## src/rtl/citf_pkg.sv

```systemverilog
// Constants, opcodes, flag layout and shared types of the instruction tail decoder.
//------------------------------------------------------------------------------
// Functional notes
// - After every ALU, bit, rotate or shift operation the flags show its outcome.
// - Flags hold six status bits: carry, zero, sign, overflow, decimal, half-carry.
// - Conditional jumps can test carry, overflow, zero and sign.
// - Half-carry and decimal flags are never jump conditions; they serve BCD only.
// - User flags change only through explicit writes and interrupt return, never through arithmetic.
// - User flags are never offered as jump conditions.
// - User flags have no reset value and keep their content through reset.
// - Interrupt and software trap entry push the flags onto the stack; an illegal opcode only pulses illegal_o.
// - Interrupt return reloads the flags from the value saved on the stack.
// - Arithmetic right shift keeps bit 7, bit 0 to carry, clears overflow.
// - Logical right shift uses prefixed opcodes, fills bit 7 with zero, clears sign.
// - Trap drops stack by two, stores PC, drops one, stores flags, loads vector.
// - Exclusive-or writes back, clears overflow, derives zero and sign from the result, keeps carry.
// - Each instruction derives, keeps, leaves undefined, clears or sets each flag.
//------------------------------------------------------------------------------
package citf_pkg;
    // Flag byte layout; the six status bits sit in the upper positions.
    localparam int FLAG_C_BIT = 7;
    localparam int FLAG_Z_BIT = 6;
    localparam int FLAG_S_BIT = 5;
    localparam int FLAG_V_BIT = 4;
    localparam int FLAG_D_BIT = 3;
    localparam int FLAG_H_BIT = 2;
    localparam int FLAG_U2_BIT = 1;
    localparam int FLAG_U1_BIT = 0;
    localparam int STATUS_W = 6;
    localparam int USER_W = 2;
    localparam logic [STATUS_W-1:0] STATUS_RST = 6'h00;
    localparam logic [7:0] GPTR_RST = 8'h00;

    localparam logic [7:0] OPC_PREFIX = 8'h1F;
    localparam logic [7:0] OPC_CSET = 8'hDF;
    localparam logic [7:0] OPC_ASR_R = 8'hD0;
    localparam logic [7:0] OPC_ASR_IR = 8'hD1;
    localparam logic [7:0] OPC_LSR_R = 8'hC0;
    localparam logic [7:0] OPC_LSR_IR = 8'hC1;
    localparam logic [7:0] OPC_GPTR = 8'h01;
    localparam logic [7:0] OPC_STOP = 8'h6F;
    localparam logic [7:0] OPC_SWAP_R = 8'hF0;
    localparam logic [7:0] OPC_SWAP_IR = 8'hF1;
    localparam logic [7:0] OPC_TRAP = 8'hF2;
    localparam logic [7:0] OPC_WDT = 8'h5F;
    localparam logic [3:0] GRP_SUB = 4'h2;
    localparam logic [3:0] GRP_CMSK = 4'h6;
    localparam logic [3:0] GRP_MSK = 4'h7;
    localparam logic [3:0] GRP_XOR = 4'hB;
    localparam logic [3:0] ALU_LO_FIRST = 4'h2;
    localparam logic [3:0] ALU_LO_LAST = 4'h9;

    // Execute cycle counts.
    localparam logic [3:0] CYC_SIMPLE = 4'h2;
    localparam logic [3:0] CYC_SHIFT_IND = 4'h3;
    localparam logic [3:0] CYC_ALU_DIR = 4'h3;
    localparam logic [3:0] CYC_ALU_IND = 4'h4;
    localparam logic [3:0] CYC_TRAP = 4'h6;
    localparam logic [3:0] CYC_TRAP_PC = 4'h6;
    localparam logic [3:0] CYC_TRAP_FLAGS = 4'h5;

    typedef enum logic [3:0] {
        CL_ILLEGAL, CL_CSET, CL_ASR, CL_LSR, CL_GPTR, CL_STOP, CL_SUB,
        CL_SWAP, CL_CMSK, CL_MSK, CL_TRAP, CL_WDT, CL_XOR
    } citf_class_type;

    typedef enum logic [2:0] {
        FA_KEEP, FA_RESULT, FA_UNDEF, FA_ZERO, FA_ONE
    } citf_flag_act_type;
endpackage : citf_pkg

```

## src/rtl/citf_flag_if.sv

```systemverilog
// Carrier between the decoder core and its flags register.
`timescale 1ns/1ps
interface citf_flag_if;
    logic upd_valid;
    logic [citf_pkg::STATUS_W-1:0] upd_mask;
    logic [citf_pkg::STATUS_W-1:0] upd_val;
    logic restore_valid;
    logic [7:0] restore_data;
    logic user_we;
    logic [citf_pkg::USER_W-1:0] user_data;
    logic [7:0] flags;

    modport core (
        output upd_valid, upd_mask, upd_val, restore_valid, restore_data,
        output user_we, user_data,
        input flags
    );
    modport store (
        input upd_valid, upd_mask, upd_val, restore_valid, restore_data,
        input user_we, user_data,
        output flags
    );
endinterface : citf_flag_if

```

## src/rtl/citf_flag_reg.sv

```systemverilog
// Flags register: six resettable status bits and two unreset user bits.
`timescale 1ns/1ps
module citf_flag_reg (
    input wire logic clk_i,
    input wire logic rst_b_i,
    citf_flag_if.store fi
);
    typedef struct packed {
        logic [citf_pkg::STATUS_W-1:0] status;
    } citf_flag_state_type;

    citf_flag_state_type s_r;
    citf_flag_state_type s_nxt;
    logic [citf_pkg::USER_W-1:0] user_r;
    logic [citf_pkg::USER_W-1:0] user_nxt;

    //--------------------------------------------------------------------------
    // Update priority: restore from stack, then explicit user write, then ALU.
    //--------------------------------------------------------------------------
    always_comb begin
        s_nxt = s_r;
        user_nxt = user_r;
        if (fi.restore_valid) begin
            s_nxt.status = fi.restore_data[citf_pkg::FLAG_C_BIT:citf_pkg::FLAG_H_BIT];
            user_nxt = fi.restore_data[citf_pkg::FLAG_U2_BIT:citf_pkg::FLAG_U1_BIT];
        end else begin
            if (fi.user_we) begin
                user_nxt = fi.user_data;
            end
            if (fi.upd_valid) begin
                s_nxt.status = (s_r.status & ~fi.upd_mask) | (fi.upd_val & fi.upd_mask);
            end
        end
    end

    always_ff @(posedge clk_i or negedge rst_b_i) begin
        if (!rst_b_i) begin
            s_r.status <= citf_pkg::STATUS_RST;
        end else begin
            s_r <= s_nxt;
        end
    end

    // Deliberately outside the reset so software status survives a reset.
    always_ff @(posedge clk_i) begin
        user_r <= user_nxt;
    end

    assign fi.flags = {s_r.status, user_r};
endmodule : citf_flag_reg

```

## src/rtl/citf_core.sv

```systemverilog
// Decoder and sequencer for the instruction tail and the flags register.
`timescale 1ns/1ps
module citf_core #(
    parameter int ADDR_W = 16
) (
    input wire logic clk_i,
    input wire logic rst_b_i,
    input wire logic issue_valid_i,
    output logic issue_ready_o,
    input wire logic prefix_i,
    input wire logic [7:0] opcode_i,
    input wire logic [7:0] dst_i,
    input wire logic [7:0] src_i,
    input wire logic [ADDR_W-1:0] pc_i,
    input wire logic [ADDR_W-1:0] sp_i,
    input wire logic [ADDR_W-1:0] vector_i,
    input wire logic irq_entry_i,
    input wire logic irq_exit_i,
    input wire logic [7:0] stack_flags_i,
    input wire logic uflag_we_i,
    input wire logic [1:0] uflag_i,
    input wire logic [3:0] cond_i,
    output logic cond_true_o,
    output logic [7:0] flags_o,
    output logic done_o,
    output logic result_we_o,
    output logic [7:0] result_o,
    output logic mem_we_o,
    output logic mem_word_o,
    output logic [ADDR_W-1:0] mem_addr_o,
    output logic [ADDR_W-1:0] mem_wdata_o,
    output logic sp_we_o,
    output logic [ADDR_W-1:0] sp_o,
    output logic pc_we_o,
    output logic [ADDR_W-1:0] pc_o,
    output logic [7:0] working_group_pointer_o,
    output logic stop_req_o,
    output logic wdt_refresh_o,
    output logic illegal_o
);
    // Stack and vector arithmetic is sized for 12 to 32 bit addresses.
    // Anything outside that span is refused when the design is elaborated.
    if (ADDR_W < 12 || ADDR_W > 32) begin : g_addr_w_check
        $error("ADDR_W out of range");
    end

    typedef enum logic {ST_IDLE, ST_EXEC} citf_state_type;

    typedef struct packed {
        citf_pkg::citf_class_type cls;
        logic [3:0] cyc;
        logic [7:0] res;
        logic wb;
        logic [citf_pkg::STATUS_W-1:0] mask;
        logic [citf_pkg::STATUS_W-1:0] val;
    } citf_alu_type;

    typedef struct packed {
        citf_state_type st;
        logic [3:0] cnt;
        citf_pkg::citf_class_type cls;
        logic [7:0] res;
        logic wb;
        logic [citf_pkg::STATUS_W-1:0] mask;
        logic [citf_pkg::STATUS_W-1:0] val;
        logic [ADDR_W-1:0] sp;
        logic [ADDR_W-1:0] pc_save;
        logic [ADDR_W-1:0] vec;
        logic upd;
        logic done;
        logic res_we;
        logic [7:0] res_out;
        logic mem_we;
        logic mem_word;
        logic [ADDR_W-1:0] mem_addr;
        logic [ADDR_W-1:0] mem_wdata;
        logic sp_we;
        logic [ADDR_W-1:0] sp_out;
        logic pc_we;
        logic [ADDR_W-1:0] pc_out;
        logic [7:0] gptr;
        logic stop;
        logic wdt;
        logic illegal;
    } citf_core_state_type;

    citf_core_state_type s_r;
    citf_core_state_type s_nxt;
    citf_alu_type alu;
    logic take_entry;
    logic take_exit;
    logic take_issue;

    citf_flag_if fi ();

    citf_flag_reg u_flags (
        .clk_i(clk_i),
        .rst_b_i(rst_b_i),
        .fi(fi)
    );

    //--------------------------------------------------------------------------
    // Flag action helpers.
    //--------------------------------------------------------------------------
    function automatic logic act_mask(input citf_pkg::citf_flag_act_type a);
        // Undefined flags are left holding their old value.
        act_mask = (a == citf_pkg::FA_RESULT) || (a == citf_pkg::FA_ZERO)
                   || (a == citf_pkg::FA_ONE);
    endfunction : act_mask

    function automatic logic act_val(input citf_pkg::citf_flag_act_type a, input logic d);
        act_val = (a == citf_pkg::FA_ONE) ? 1'b1 : ((a == citf_pkg::FA_ZERO) ? 1'b0 : d);
    endfunction : act_val

    function automatic logic alu_low_ok(input logic [3:0] lo);
        alu_low_ok = (lo >= citf_pkg::ALU_LO_FIRST) && (lo <= citf_pkg::ALU_LO_LAST);
    endfunction : alu_low_ok

    // Indirect forms of the two-operand group take one more cycle.
    function automatic logic [3:0] alu_cycles(input logic [3:0] lo);
        if (lo == 4'h3 || lo == 4'h5 || lo == 4'h7) begin
            alu_cycles = citf_pkg::CYC_ALU_IND;
        end else begin
            alu_cycles = citf_pkg::CYC_ALU_DIR;
        end
    endfunction : alu_cycles

    //--------------------------------------------------------------------------
    // Decode and compute. Operands arrive already fetched by the addressing unit.
    //--------------------------------------------------------------------------
    function automatic citf_alu_type execute(
        input logic pfx,
        input logic [7:0] op,
        input logic [7:0] d,
        input logic [7:0] s
    );
        citf_alu_type r;
        citf_pkg::citf_flag_act_type ac, az, as, av, ad, ah;
        logic fc, fv, fh;
        logic [8:0] diff;
        r.cls = citf_pkg::CL_ILLEGAL;
        r.cyc = citf_pkg::CYC_SIMPLE;
        r.res = d;
        r.wb = 1'b0;
        ac = citf_pkg::FA_KEEP;
        az = citf_pkg::FA_KEEP;
        as = citf_pkg::FA_KEEP;
        av = citf_pkg::FA_KEEP;
        ad = citf_pkg::FA_KEEP;
        ah = citf_pkg::FA_KEEP;
        fc = 1'b0;
        fv = 1'b0;
        fh = 1'b0;
        diff = {1'b0, d} - {1'b0, s};
        if (pfx) begin
            if (op == citf_pkg::OPC_LSR_R || op == citf_pkg::OPC_LSR_IR) begin
                r.cls = citf_pkg::CL_LSR;
                r.cyc = (op[0]) ? citf_pkg::CYC_SHIFT_IND : citf_pkg::CYC_SIMPLE;
                r.res = {1'b0, d[7:1]};
                r.wb = 1'b1;
                fc = d[0];
                fv = d[7];
                ac = citf_pkg::FA_RESULT;
                az = citf_pkg::FA_RESULT;
                as = citf_pkg::FA_ZERO;
                av = citf_pkg::FA_RESULT;
            end
        end else if (op == citf_pkg::OPC_CSET) begin
            r.cls = citf_pkg::CL_CSET;
            ac = citf_pkg::FA_ONE;
        end else if (op == citf_pkg::OPC_ASR_R || op == citf_pkg::OPC_ASR_IR) begin
            r.cls = citf_pkg::CL_ASR;
            r.cyc = (op[0]) ? citf_pkg::CYC_SHIFT_IND : citf_pkg::CYC_SIMPLE;
            r.res = {d[7], d[7:1]};
            r.wb = 1'b1;
            fc = d[0];
            ac = citf_pkg::FA_RESULT;
            az = citf_pkg::FA_RESULT;
            as = citf_pkg::FA_RESULT;
            av = citf_pkg::FA_ZERO;
        end else if (op == citf_pkg::OPC_GPTR) begin
            r.cls = citf_pkg::CL_GPTR;
            r.res = s;
        end else if (op == citf_pkg::OPC_STOP) begin
            r.cls = citf_pkg::CL_STOP;
        end else if (op == citf_pkg::OPC_WDT) begin
            r.cls = citf_pkg::CL_WDT;
        end else if (op == citf_pkg::OPC_TRAP) begin
            r.cls = citf_pkg::CL_TRAP;
            r.cyc = citf_pkg::CYC_TRAP;
        end else if (op == citf_pkg::OPC_SWAP_R || op == citf_pkg::OPC_SWAP_IR) begin
            r.cls = citf_pkg::CL_SWAP;
            r.cyc = (op[0]) ? citf_pkg::CYC_SHIFT_IND : citf_pkg::CYC_SIMPLE;
            r.res = {d[3:0], d[7:4]};
            r.wb = 1'b1;
            ac = citf_pkg::FA_UNDEF;
            az = citf_pkg::FA_RESULT;
            as = citf_pkg::FA_RESULT;
            av = citf_pkg::FA_UNDEF;
        end else if (alu_low_ok(op[3:0])) begin
            r.cyc = alu_cycles(op[3:0]);
            az = citf_pkg::FA_RESULT;
            as = citf_pkg::FA_RESULT;
            av = citf_pkg::FA_ZERO;
            case (op[7:4])
                citf_pkg::GRP_SUB: begin
                    r.cls = citf_pkg::CL_SUB;
                    r.res = diff[7:0];
                    r.wb = 1'b1;
                    fc = diff[8];
                    fv = (d[7] ^ s[7]) & (diff[7] ^ d[7]);
                    fh = d[3:0] < s[3:0];
                    ac = citf_pkg::FA_RESULT;
                    av = citf_pkg::FA_RESULT;
                    ad = citf_pkg::FA_ONE;
                    ah = citf_pkg::FA_RESULT;
                end
                citf_pkg::GRP_CMSK: begin
                    r.cls = citf_pkg::CL_CMSK;
                    r.res = ~d & s;
                end
                citf_pkg::GRP_MSK: begin
                    r.cls = citf_pkg::CL_MSK;
                    r.res = d & s;
                end
                citf_pkg::GRP_XOR: begin
                    r.cls = citf_pkg::CL_XOR;
                    r.res = d ^ s;
                    r.wb = 1'b1;
                end
                default: begin
                    az = citf_pkg::FA_KEEP;
                    as = citf_pkg::FA_KEEP;
                    av = citf_pkg::FA_KEEP;
                end
            endcase
        end
        r.mask = {act_mask(ac), act_mask(az), act_mask(as),
                  act_mask(av), act_mask(ad), act_mask(ah)};
        r.val = {act_val(ac, fc), act_val(az, r.res == 8'h00), act_val(as, r.res[7]),
                 act_val(av, fv), act_val(ad, 1'b0), act_val(ah, fh)};
        execute = r;
    endfunction : execute

    //--------------------------------------------------------------------------
    // Jump conditions look only at carry, zero, sign and overflow.
    //--------------------------------------------------------------------------
    function automatic logic cond_eval(input logic [3:0] cc, input logic [7:0] f);
        logic c, z, sg, v;
        c = f[citf_pkg::FLAG_C_BIT];
        z = f[citf_pkg::FLAG_Z_BIT];
        sg = f[citf_pkg::FLAG_S_BIT];
        v = f[citf_pkg::FLAG_V_BIT];
        case (cc)
            4'h0: cond_eval = 1'b0;
            4'h1: cond_eval = sg ^ v;
            4'h2: cond_eval = z | (sg ^ v);
            4'h3: cond_eval = c | z;
            4'h4: cond_eval = v;
            4'h5: cond_eval = sg;
            4'h6: cond_eval = z;
            4'h7: cond_eval = c;
            4'h8: cond_eval = 1'b1;
            4'h9: cond_eval = ~(sg ^ v);
            4'hA: cond_eval = ~(z | (sg ^ v));
            4'hB: cond_eval = ~(c | z);
            4'hC: cond_eval = ~v;
            4'hD: cond_eval = ~sg;
            4'hE: cond_eval = ~z;
            default: cond_eval = ~c;
        endcase
    endfunction : cond_eval

    //--------------------------------------------------------------------------
    // Sequencer.
    //--------------------------------------------------------------------------
    assign alu = execute(prefix_i, opcode_i, dst_i, src_i);
    assign take_entry = (s_r.st == ST_IDLE) && irq_entry_i;
    assign take_exit = (s_r.st == ST_IDLE) && !irq_entry_i && irq_exit_i;
    assign take_issue = (s_r.st == ST_IDLE) && !irq_entry_i && !irq_exit_i && issue_valid_i;

    always_comb begin
        s_nxt = s_r;
        s_nxt.upd = 1'b0;
        s_nxt.done = 1'b0;
        s_nxt.res_we = 1'b0;
        s_nxt.mem_we = 1'b0;
        s_nxt.sp_we = 1'b0;
        s_nxt.pc_we = 1'b0;
        s_nxt.stop = 1'b0;
        s_nxt.wdt = 1'b0;
        s_nxt.illegal = 1'b0;
        case (s_r.st)
            ST_IDLE: begin
                if (take_entry) begin
                    s_nxt.st = ST_EXEC;
                    s_nxt.cls = citf_pkg::CL_TRAP;
                    s_nxt.cnt = citf_pkg::CYC_TRAP;
                    s_nxt.wb = 1'b0;
                    s_nxt.mask = '0;
                    s_nxt.sp = sp_i;
                    s_nxt.pc_save = pc_i;
                    s_nxt.vec = vector_i;
                end else if (take_issue) begin
                    if (alu.cls == citf_pkg::CL_ILLEGAL) begin
                        s_nxt.illegal = 1'b1;
                    end else begin
                        s_nxt.st = ST_EXEC;
                        s_nxt.cls = alu.cls;
                        s_nxt.cnt = alu.cyc;
                        s_nxt.res = alu.res;
                        s_nxt.wb = alu.wb;
                        s_nxt.mask = alu.mask;
                        s_nxt.val = alu.val;
                        s_nxt.sp = sp_i;
                        s_nxt.pc_save = pc_i;
                        s_nxt.vec = vector_i;
                    end
                end
            end
            ST_EXEC: begin
                s_nxt.cnt = s_r.cnt - 4'h1;
                if (s_r.cls == citf_pkg::CL_TRAP) begin
                    if (s_r.cnt == citf_pkg::CYC_TRAP_PC) begin
                        s_nxt.sp = s_r.sp - ADDR_W'(2);
                        s_nxt.mem_we = 1'b1;
                        s_nxt.mem_word = 1'b1;
                        s_nxt.mem_addr = s_r.sp - ADDR_W'(2);
                        s_nxt.mem_wdata = s_r.pc_save;
                    end else if (s_r.cnt == citf_pkg::CYC_TRAP_FLAGS) begin
                        s_nxt.sp = s_r.sp - ADDR_W'(1);
                        s_nxt.mem_we = 1'b1;
                        s_nxt.mem_word = 1'b0;
                        s_nxt.mem_addr = s_r.sp - ADDR_W'(1);
                        s_nxt.mem_wdata = ADDR_W'(fi.flags);
                        s_nxt.sp_we = 1'b1;
                        s_nxt.sp_out = s_r.sp - ADDR_W'(1);
                    end
                end
                if (s_r.cnt == 4'h1) begin
                    s_nxt.st = ST_IDLE;
                    s_nxt.done = 1'b1;
                    s_nxt.upd = |s_r.mask;
                    s_nxt.res_we = s_r.wb;
                    s_nxt.res_out = s_r.res;
                    s_nxt.stop = (s_r.cls == citf_pkg::CL_STOP);
                    s_nxt.wdt = (s_r.cls == citf_pkg::CL_WDT);
                    if (s_r.cls == citf_pkg::CL_GPTR) begin
                        s_nxt.gptr = s_r.res;
                    end
                    if (s_r.cls == citf_pkg::CL_TRAP) begin
                        s_nxt.pc_we = 1'b1;
                        s_nxt.pc_out = s_r.vec;
                    end
                end
            end
            default: begin
                s_nxt.st = ST_IDLE;
            end
        endcase
    end

    always_ff @(posedge clk_i or negedge rst_b_i) begin
        if (!rst_b_i) begin
            s_r <= '0;
            s_r.st <= ST_IDLE;
            s_r.cls <= citf_pkg::CL_ILLEGAL;
            s_r.gptr <= citf_pkg::GPTR_RST;
        end else begin
            s_r <= s_nxt;
        end
    end

    //--------------------------------------------------------------------------
    // Flags register hookup and outputs.
    //--------------------------------------------------------------------------
    assign fi.upd_valid = s_r.upd;
    assign fi.upd_mask = s_r.mask;
    assign fi.upd_val = s_r.val;
    assign fi.restore_valid = take_exit;
    assign fi.restore_data = stack_flags_i;
    assign fi.user_we = uflag_we_i;
    assign fi.user_data = uflag_i;

    assign issue_ready_o = (s_r.st == ST_IDLE) && !irq_entry_i && !irq_exit_i;
    assign cond_true_o = cond_eval(cond_i, fi.flags);
    assign flags_o = fi.flags;
    assign done_o = s_r.done;
    assign result_we_o = s_r.res_we;
    assign result_o = s_r.res_out;
    assign mem_we_o = s_r.mem_we;
    assign mem_word_o = s_r.mem_word;
    assign mem_addr_o = s_r.mem_addr;
    assign mem_wdata_o = s_r.mem_wdata;
    assign sp_we_o = s_r.sp_we;
    assign sp_o = s_r.sp_out;
    assign pc_we_o = s_r.pc_we;
    assign pc_o = s_r.pc_out;
    assign working_group_pointer_o = s_r.gptr;
    assign stop_req_o = s_r.stop;
    assign wdt_refresh_o = s_r.wdt;
    assign illegal_o = s_r.illegal;
endmodule : citf_core

```

## config.mk

```make
export PLATFORM = sky130hd
export DESIGN_NAME = citf_core
export DESIGN_NICKNAME = d
export VERILOG_FILES = /design/src/rtl/citf_pkg.sv /design/src/rtl/citf_flag_if.sv /design/src/rtl/citf_flag_reg.sv /design/src/rtl/citf_core.sv
export SDC_FILE = /design/constraint.sdc
export NUM_CORES = 1
export LEC_CHECK = 0
export ABC_CLOCK_PERIOD_IN_PS = 5080
export BUFFER_PORTS_ARGS = -buffer_cell sky130_fd_sc_hd__buf_4
export CORE_ASPECT_RATIO = 0.7
export CORE_MARGIN = 1.5
export CORE_UTILIZATION = 30
export DETAILED_ROUTE_END_ITERATION = 16
export SLEW_MARGIN = 10
export SYNTH_ARGS = -nofsm -noshare
export SYNTH_HDL_FRONTEND = slang
export SYNTH_SLANG_ARGS = --single-unit
```

## constraint.sdc

```tcl
create_clock -name clk_i -period 5.08 [get_ports clk_i]
set_input_delay 0.254 -clock clk_i [delete_from_list [all_inputs] [get_ports clk_i]]
set_output_delay 0.254 -clock clk_i [all_outputs]
set_load 0.01 [all_outputs]
```

# Word level (Yosys, flattened, before mapping)
# Cells that the tools add are included.
dict set report word_totals {
  regBits 176
  output_inout_bits 99
  word_cells 319
}
dict set report classes {
  n_addsub 4
  n_lt_le_gt_ge 3
  eq_ne 62
  mux 152
  bitwise_logic 25
  reduce_logical 45
}
# cell n
set op_table {}
lappend op_table {{17-bit 2-to-1 mux} 13}
lappend op_table {{78-bit 2-to-1 mux} 2}
lappend op_table {{51-bit 2-to-1 mux} 2}
lappend op_table {{89-bit 2-to-1 mux} 1}
lappend op_table {{1-bit 2-to-1 mux} 70}
lappend op_table {{8-bit equality test, second input constant} 8}
lappend op_table {{3-bit 2-to-1 mux} 17}
lappend op_table {{4-bit by 3-bit equality test with 1-bit output, second input constant} 12}
lappend op_table {{16-bit 2-to-1 mux} 3}
lappend op_table {{48-bit 2-to-1 mux} 1}
lappend op_table {{4-bit equality test, second input constant} 10}
lappend op_table {{13-bit 2-to-1 mux} 3}
lappend op_table {{2-bit 2-to-1 mux} 17}
lappend op_table {{34-bit 2-to-1 mux} 1}
lappend op_table {{16-bit case mux with 2 select lines} 1}
lappend op_table {{8-bit case mux with 4 select lines} 1}
lappend op_table {{27-bit 2-to-1 mux} 1}
lappend op_table {{8-bit 2-to-1 mux} 3}
lappend op_table {{4-bit 2-to-1 mux} 5}
lappend op_table {{3-bit by 1-bit equality test with 1-bit output, second input constant} 6}
lappend op_table {{3-bit by 2-bit equality test with 1-bit output, second input constant} 6}
lappend op_table {{3-bit equality test, second input constant} 6}
lappend op_table {{9-bit 2-to-1 mux} 2}
lappend op_table {{1-bit logical OR} 17}
lappend op_table {{45 further kinds} 83}

# Logic depth before layout (Yosys ltp)
dict set report logic_depth {
  word_depth 27
  mapped_depth 13
  mapped_depth_nobuf 12
}

# Hierarchy
# Synthesis repeated with hierarchy kept, for this count alone.
dict set report unflattened {
  cells_unflattened 1059
  hier_area_um2 9880.7
}
# module instances cells_per_inst area_each_um2
set by_module_without_submodules {}
lappend by_module_without_submodules {citf_core 1 1022 9447.8}
lappend by_module_without_submodules {citf_flag_reg 1 37 432.9}

# Worst setup path after synthesis
# OpenSTA, ideal clock, no wires.
dict set report synth_path {
  kind {input to register}
  start {input dst_i[0]}
  end {register s_r (netlist bit fi.upd_val[4])}
  setup_ps 127
  arrival_time_ps 2338
  required_time_ps 4953
  path_slack_ps 2615
  cell_stages 12
  path_buffers 0
  path_cell_list {inv_1 > ha_1 > inv_1 > fa_1 > a211oi_1 > o21bai_1 > a21o_1 > or2_2 > a211oi_1 > o41ai_2 > nand4b_1 > o31ai_1}
}
dict set report synth_between {
  elab_chain_len 22
  word_cells_on_any_way 26
  classes_between {1 x add/sub; 20 x mux; 4 x bitwise; 1 x reduce/logical}
}
# item line
set synth_rtl {}
lappend synth_rtl {{start, declared} citf_core.sv:12} ;# input wire logic [7:0] dst_i,
lappend synth_rtl {{parallel branches: the longest is 18 deep, another holds 8-bit by 8-bit subtractor with 9-bit output} n/a}
lappend synth_rtl {{17-bit 2-to-1 mux *} citf_core.sv:155} ;# if (pfx) begin
lappend synth_rtl {{8-bit zero test *} citf_core.sv:240} ;# r.val = {act_val(ac, fc), act_val(az, r.res == 8'h00), act_val(as, r.res[7]),
lappend synth_rtl {{1-bit 2-to-1 mux * (2 in a row)} citf_core.sv:112} ;# act_val = (a == citf_pkg::FA_ONE) ? 1'b1 : ((a == citf_pkg::FA_ZERO) ? 1'b0 : d);
lappend synth_rtl {{end signal, assigned} citf_core.sv:370} ;# s_r <= s_nxt;
lappend synth_rtl {{end, declared} citf_core.sv:87} ;# citf_core_state_type s_r;
# Every way passes the cells marked *. The select of a mux whose other input is x is not followed.
# A chain may end at the register's enable or synchronous reset.

# Final worst setup path
dict set report layout_path {
  start {register s_r[164] (netlist bit)}
  end {register s_r (netlist bit sp_o[2])}
}
dict set report layout_between {
  elab_chain_len 3
  word_cells_on_any_way 4
  classes_between {2 x eq/ne; 1 x bitwise; 1 x reduce/logical}
}
# item line
set layout_rtl {}
lappend layout_rtl {{4-bit by 3-bit equality test with 1-bit output} citf_core.sv:324} ;# if (s_r.cnt == citf_pkg::CYC_TRAP_PC) begin
lappend layout_rtl {{1-bit inverter (no line)} n/a}
lappend layout_rtl {{4-bit AND reduction (no line) *} n/a}
# Mark *: on every way between the ends. The rest lies on a longest branch, timed or not.

==> out/metrics.yaml <==
status:
  status: "complete, no violations"
detailed_routing:
  first_pass_iters: 5
  routedWlPerCell_um: 17.9
  vias: 8101
  dr.first_iter.drc_count: 621
  drc: 0
  postRouteAntennaNets: 0
  routed_via_density: 5.01
  wl_um: 29000
logic_synthesis:
  synthCells: 1073
  synth_top_area_share: 0.437
  yosys.area.top_type: "dfrtp_1"
  synth_area_leaders: "dfrtp_1 44%, nand2_1 8.2%, buf_4 6.1%"
  ys_seq_area_frac: 0.443
  synth-warning-count: 0
  synth.avg_cell_area_um2: 9.18
  synth_fp_nets: 1182
  synth_edf_count: 2
  ys_ff_latch: 174
  synth.distinct_cells: 77
  syn_area_um2: 9850
  synthFlopType: "dfrtp_1"
  synth-async-reset-ratio: 0.989
global_route:
  grt_util_met3: 0.0391
  grt_overflow: 0
  grt.busiest_layer: "met1"
  track_usage: 0.176
  grt_pass1_wl_um: 45500
  grt_start_max_net_pins: 88
  met2_usage: 0.245
  antenna_found_initial: 0
  met1_usage: 0.268
  grt_pass1_vias: 7821
power:
  p_sw_mw: 2.24
  seqPwrFrac: 0.393
  powerDensity_nw_per_um2: 502
  power_frac_clock: 0.234
  p_int_mw: 3.79
  switching_share: 0.372
  p_total_mw: 6.03
  vdd_ir_drop_max_uv: 282
  combPwrFrac: 0.372
  p_leak_nw: 5.63
clocking:
  cts.htree.levels: 4
  tritoncts: "yes"
  root_buffer: "clkbuf_16"
  clock_latency_ns: 0.45
  path_clk_slew_ns: 0.07
  cts_resized: 0
  cts_buffers: 17
  cts.sink_count: 174
  clockBufferDepth: 2
placement:
  placedCellCount: 1549
  hpwl_um: 20900
  dp_slack_ns: 1.53
  gp_congestion: 0.869
  numPortBuffers: 191
  place_area_um2: 11000
timing:
  fin_skew_ns: 0.0140
  rsz0062_at_grt: "false"
  fin_ws_ns: 1.89
  final-setup-viol-count: 0
  worst_pin_slew_ns: 1.17
  layout_min_cycle_time_ns: 3.19
  finalHoldViolations: 0
  slew_violations: 0
  finalCritPeriodShare: 0.629
  fmax_mhz: 313
  tns_ns: 0
  slew_headroom: 0.215
hold_path:
  worstHoldPathType: "input pin to flop"
  whs_path_depth: 3
worst_setup_path:
  ff2ff_path_depth: 6
  slowest_delay_ns: 1.01
  cp_cell_sequence: "inv_1 -> ha_1 -> nand3b_1 -> nor2_1 -> nand3_1 -> mux2_2"
  crit_arrival_ns: 3.52
  end_kind: "flop"
  cp_max_fo: 32
  crit_slowest_cell: "nand3_1"
  critical_path_class: "flop to flop"
  cp.required_ns: 5.41
  crit_path_start_kind: "flop"
layout:
  final_area_um2: 12000
  n_antenna_cell: 0
  nets: 1287
  fill_cells: 3310
  syn2layout_area_growth_pct: 21.8
  fin_cells: 1618
  layout-drive-gt1-share: 0.241
die:
  die_h_um: 155
  dieArea_um2: 33900
  rows: 55
  start_util: 0.304
  dieWidth_um: 220
  design.core.area_um2: 32300
  io_pins: 192
run:
  max_cap_violations: 0
[logic make-up after synthesis]
group	after synthesis	synth area share
AO/OA/AOI/OAI	218	0.146
XOR/XNOR	49	0.0436
adder cells (fa/ha/maj)	16	0.0211
buffers and inverters	171	0.102
flip-flops	174	0.443
multiplexers	61	0.0680
AND/OR/NAND/NOR	384	0.176
[Yosys cell counts, types with 18 or more instances]
library cell  instances
nand2_1             214
mux2_2               37
clkbuf_1             41
inv_1                22
buf_2                18
mux2i_1              23
xor2_1               25
nor3_1               21
o21ai_0              62
dfrtp_1             172
nor2_1               66
buf_4                80
a21oi_1              42
nand3_1              23
xnor2_1              24
[flip-flops by register name (all words and copies together) (netlist names), 2 cells and up, named ones only]
register / flops
sp_o: 16
fi.upd_val: 6
pc_o: 16
mem_addr_o: 16
u_flags.user_r: 2
mem_wdata_o: 16
result_o: 8
fi.upd_mask: 4
working_group_pointer_o: 8
s_r: 66
[path summary, 6_finish.rpt]
check	start	end	slack [ns]
max	s_r[164]	sp_o[2]	1.89
min	vector_i[4]	s_r[94]	0.03
max reg2reg	s_r[164]	sp_o[2]	1.89
min reg2reg	s_r[104]	s_r[104]	0.47
max in group asynchronous	rst_b_i	result_o[6]	3.67
min in group asynchronous	rst_b_i	pc_o[3]	0.41
[metrics by stage]
stage	hold slack, ns	utilization
floorplan	-0.0416	-
global placement	0.354	0.340
detailed placement	0.370	0.340
CTS	0.00282	0.371
global route	0.00967	0.371
finish	0.0254	0.371
[power by group through the flow]
stage          Clock [mW]  Sequential (mW)  Combinational [mW]
2_1_floorplan           0             2.20                1.76
3_3_place_gp            0             2.38                2.21
3_5_place_dp            0             2.39                2.24
4_1_cts              1.45             2.37                2.27
5_1_grt              1.51             2.45                2.50
6_report             1.41             2.37                2.25
[area by class of cell]
class / count / area [um2] / share of cell area
multi-input combinational: 728 / 4510 / 0.376
sequential: 174 / 4360 / 0.364
timing repair buffer: 235 / 1870 / 0.156
tap: 427 / 534 / 0.0445
clock buffer: 21 / 480 / 0.0400
clock inverter: 11 / 153 / 0.0127
inverter: 22 / 82.6 / 0.00688
[layout by cell type, fill, tap and decap left out, types with 4 or more instances in the layout]
master         netlist  final
clkbuf_8             0      4
and2_1               6      6
o31ai_1              6      6
mux2_2              37     37
nand4_1              5      5
nor3_1              21     21
a221oi_1            16     16
nand3b_1             5      5
a21o_1               9      8
a22oi_1              7      7
buf_4               80    196
o211ai_1             7      7
nand2_1            214    213
dlygate4sd3_1        0     37
xnor2_1             24     24
a211oi_1             7      7
xor2_1              25     25
dfrtp_1            172    172
a21oi_1             42     41
clkbuf_16            0     17
nand3_1             23     23
and3_1               5      5
ha_1                15     15
mux2i_1             23     23
o21ai_0             62     62
a22o_1              13     13
o21ai_1              4      4
a31oi_1              9      9
o22ai_1              4      4
nor2_1              66     66
or3_1                7      7
inv_1               22     22
[what timing repair did]
| item | 4_1_cts | 5_1_grt |
|---|---|---|
| buffers inserted | 0 | 0 |
| endpoints found under the hold margin | 121 | 0 |
| hold buffers | 37 | 0 |
[layer usage]
layer | vias up | wire [um]
met1 | 3972 | 14800
met3 | 25 | 1840
met5 | - | 0
li1 | 3853 | -
met4 | 0 | 387
met2 | 251 | 12000
[worst max-delay path: cells and delay by family (launching register included)]
kind | cells | cell delay (ns)
buffers and inverters | 1 | 0.11
flip-flops | 1 | 0.40
adder cells (fa/ha/maj) | 1 | 0.17
AND/OR/NAND/NOR | 3 | 1.79
multiplexers | 1 | 0.60
Note: power is estimated with default switching activity, not from simulation.
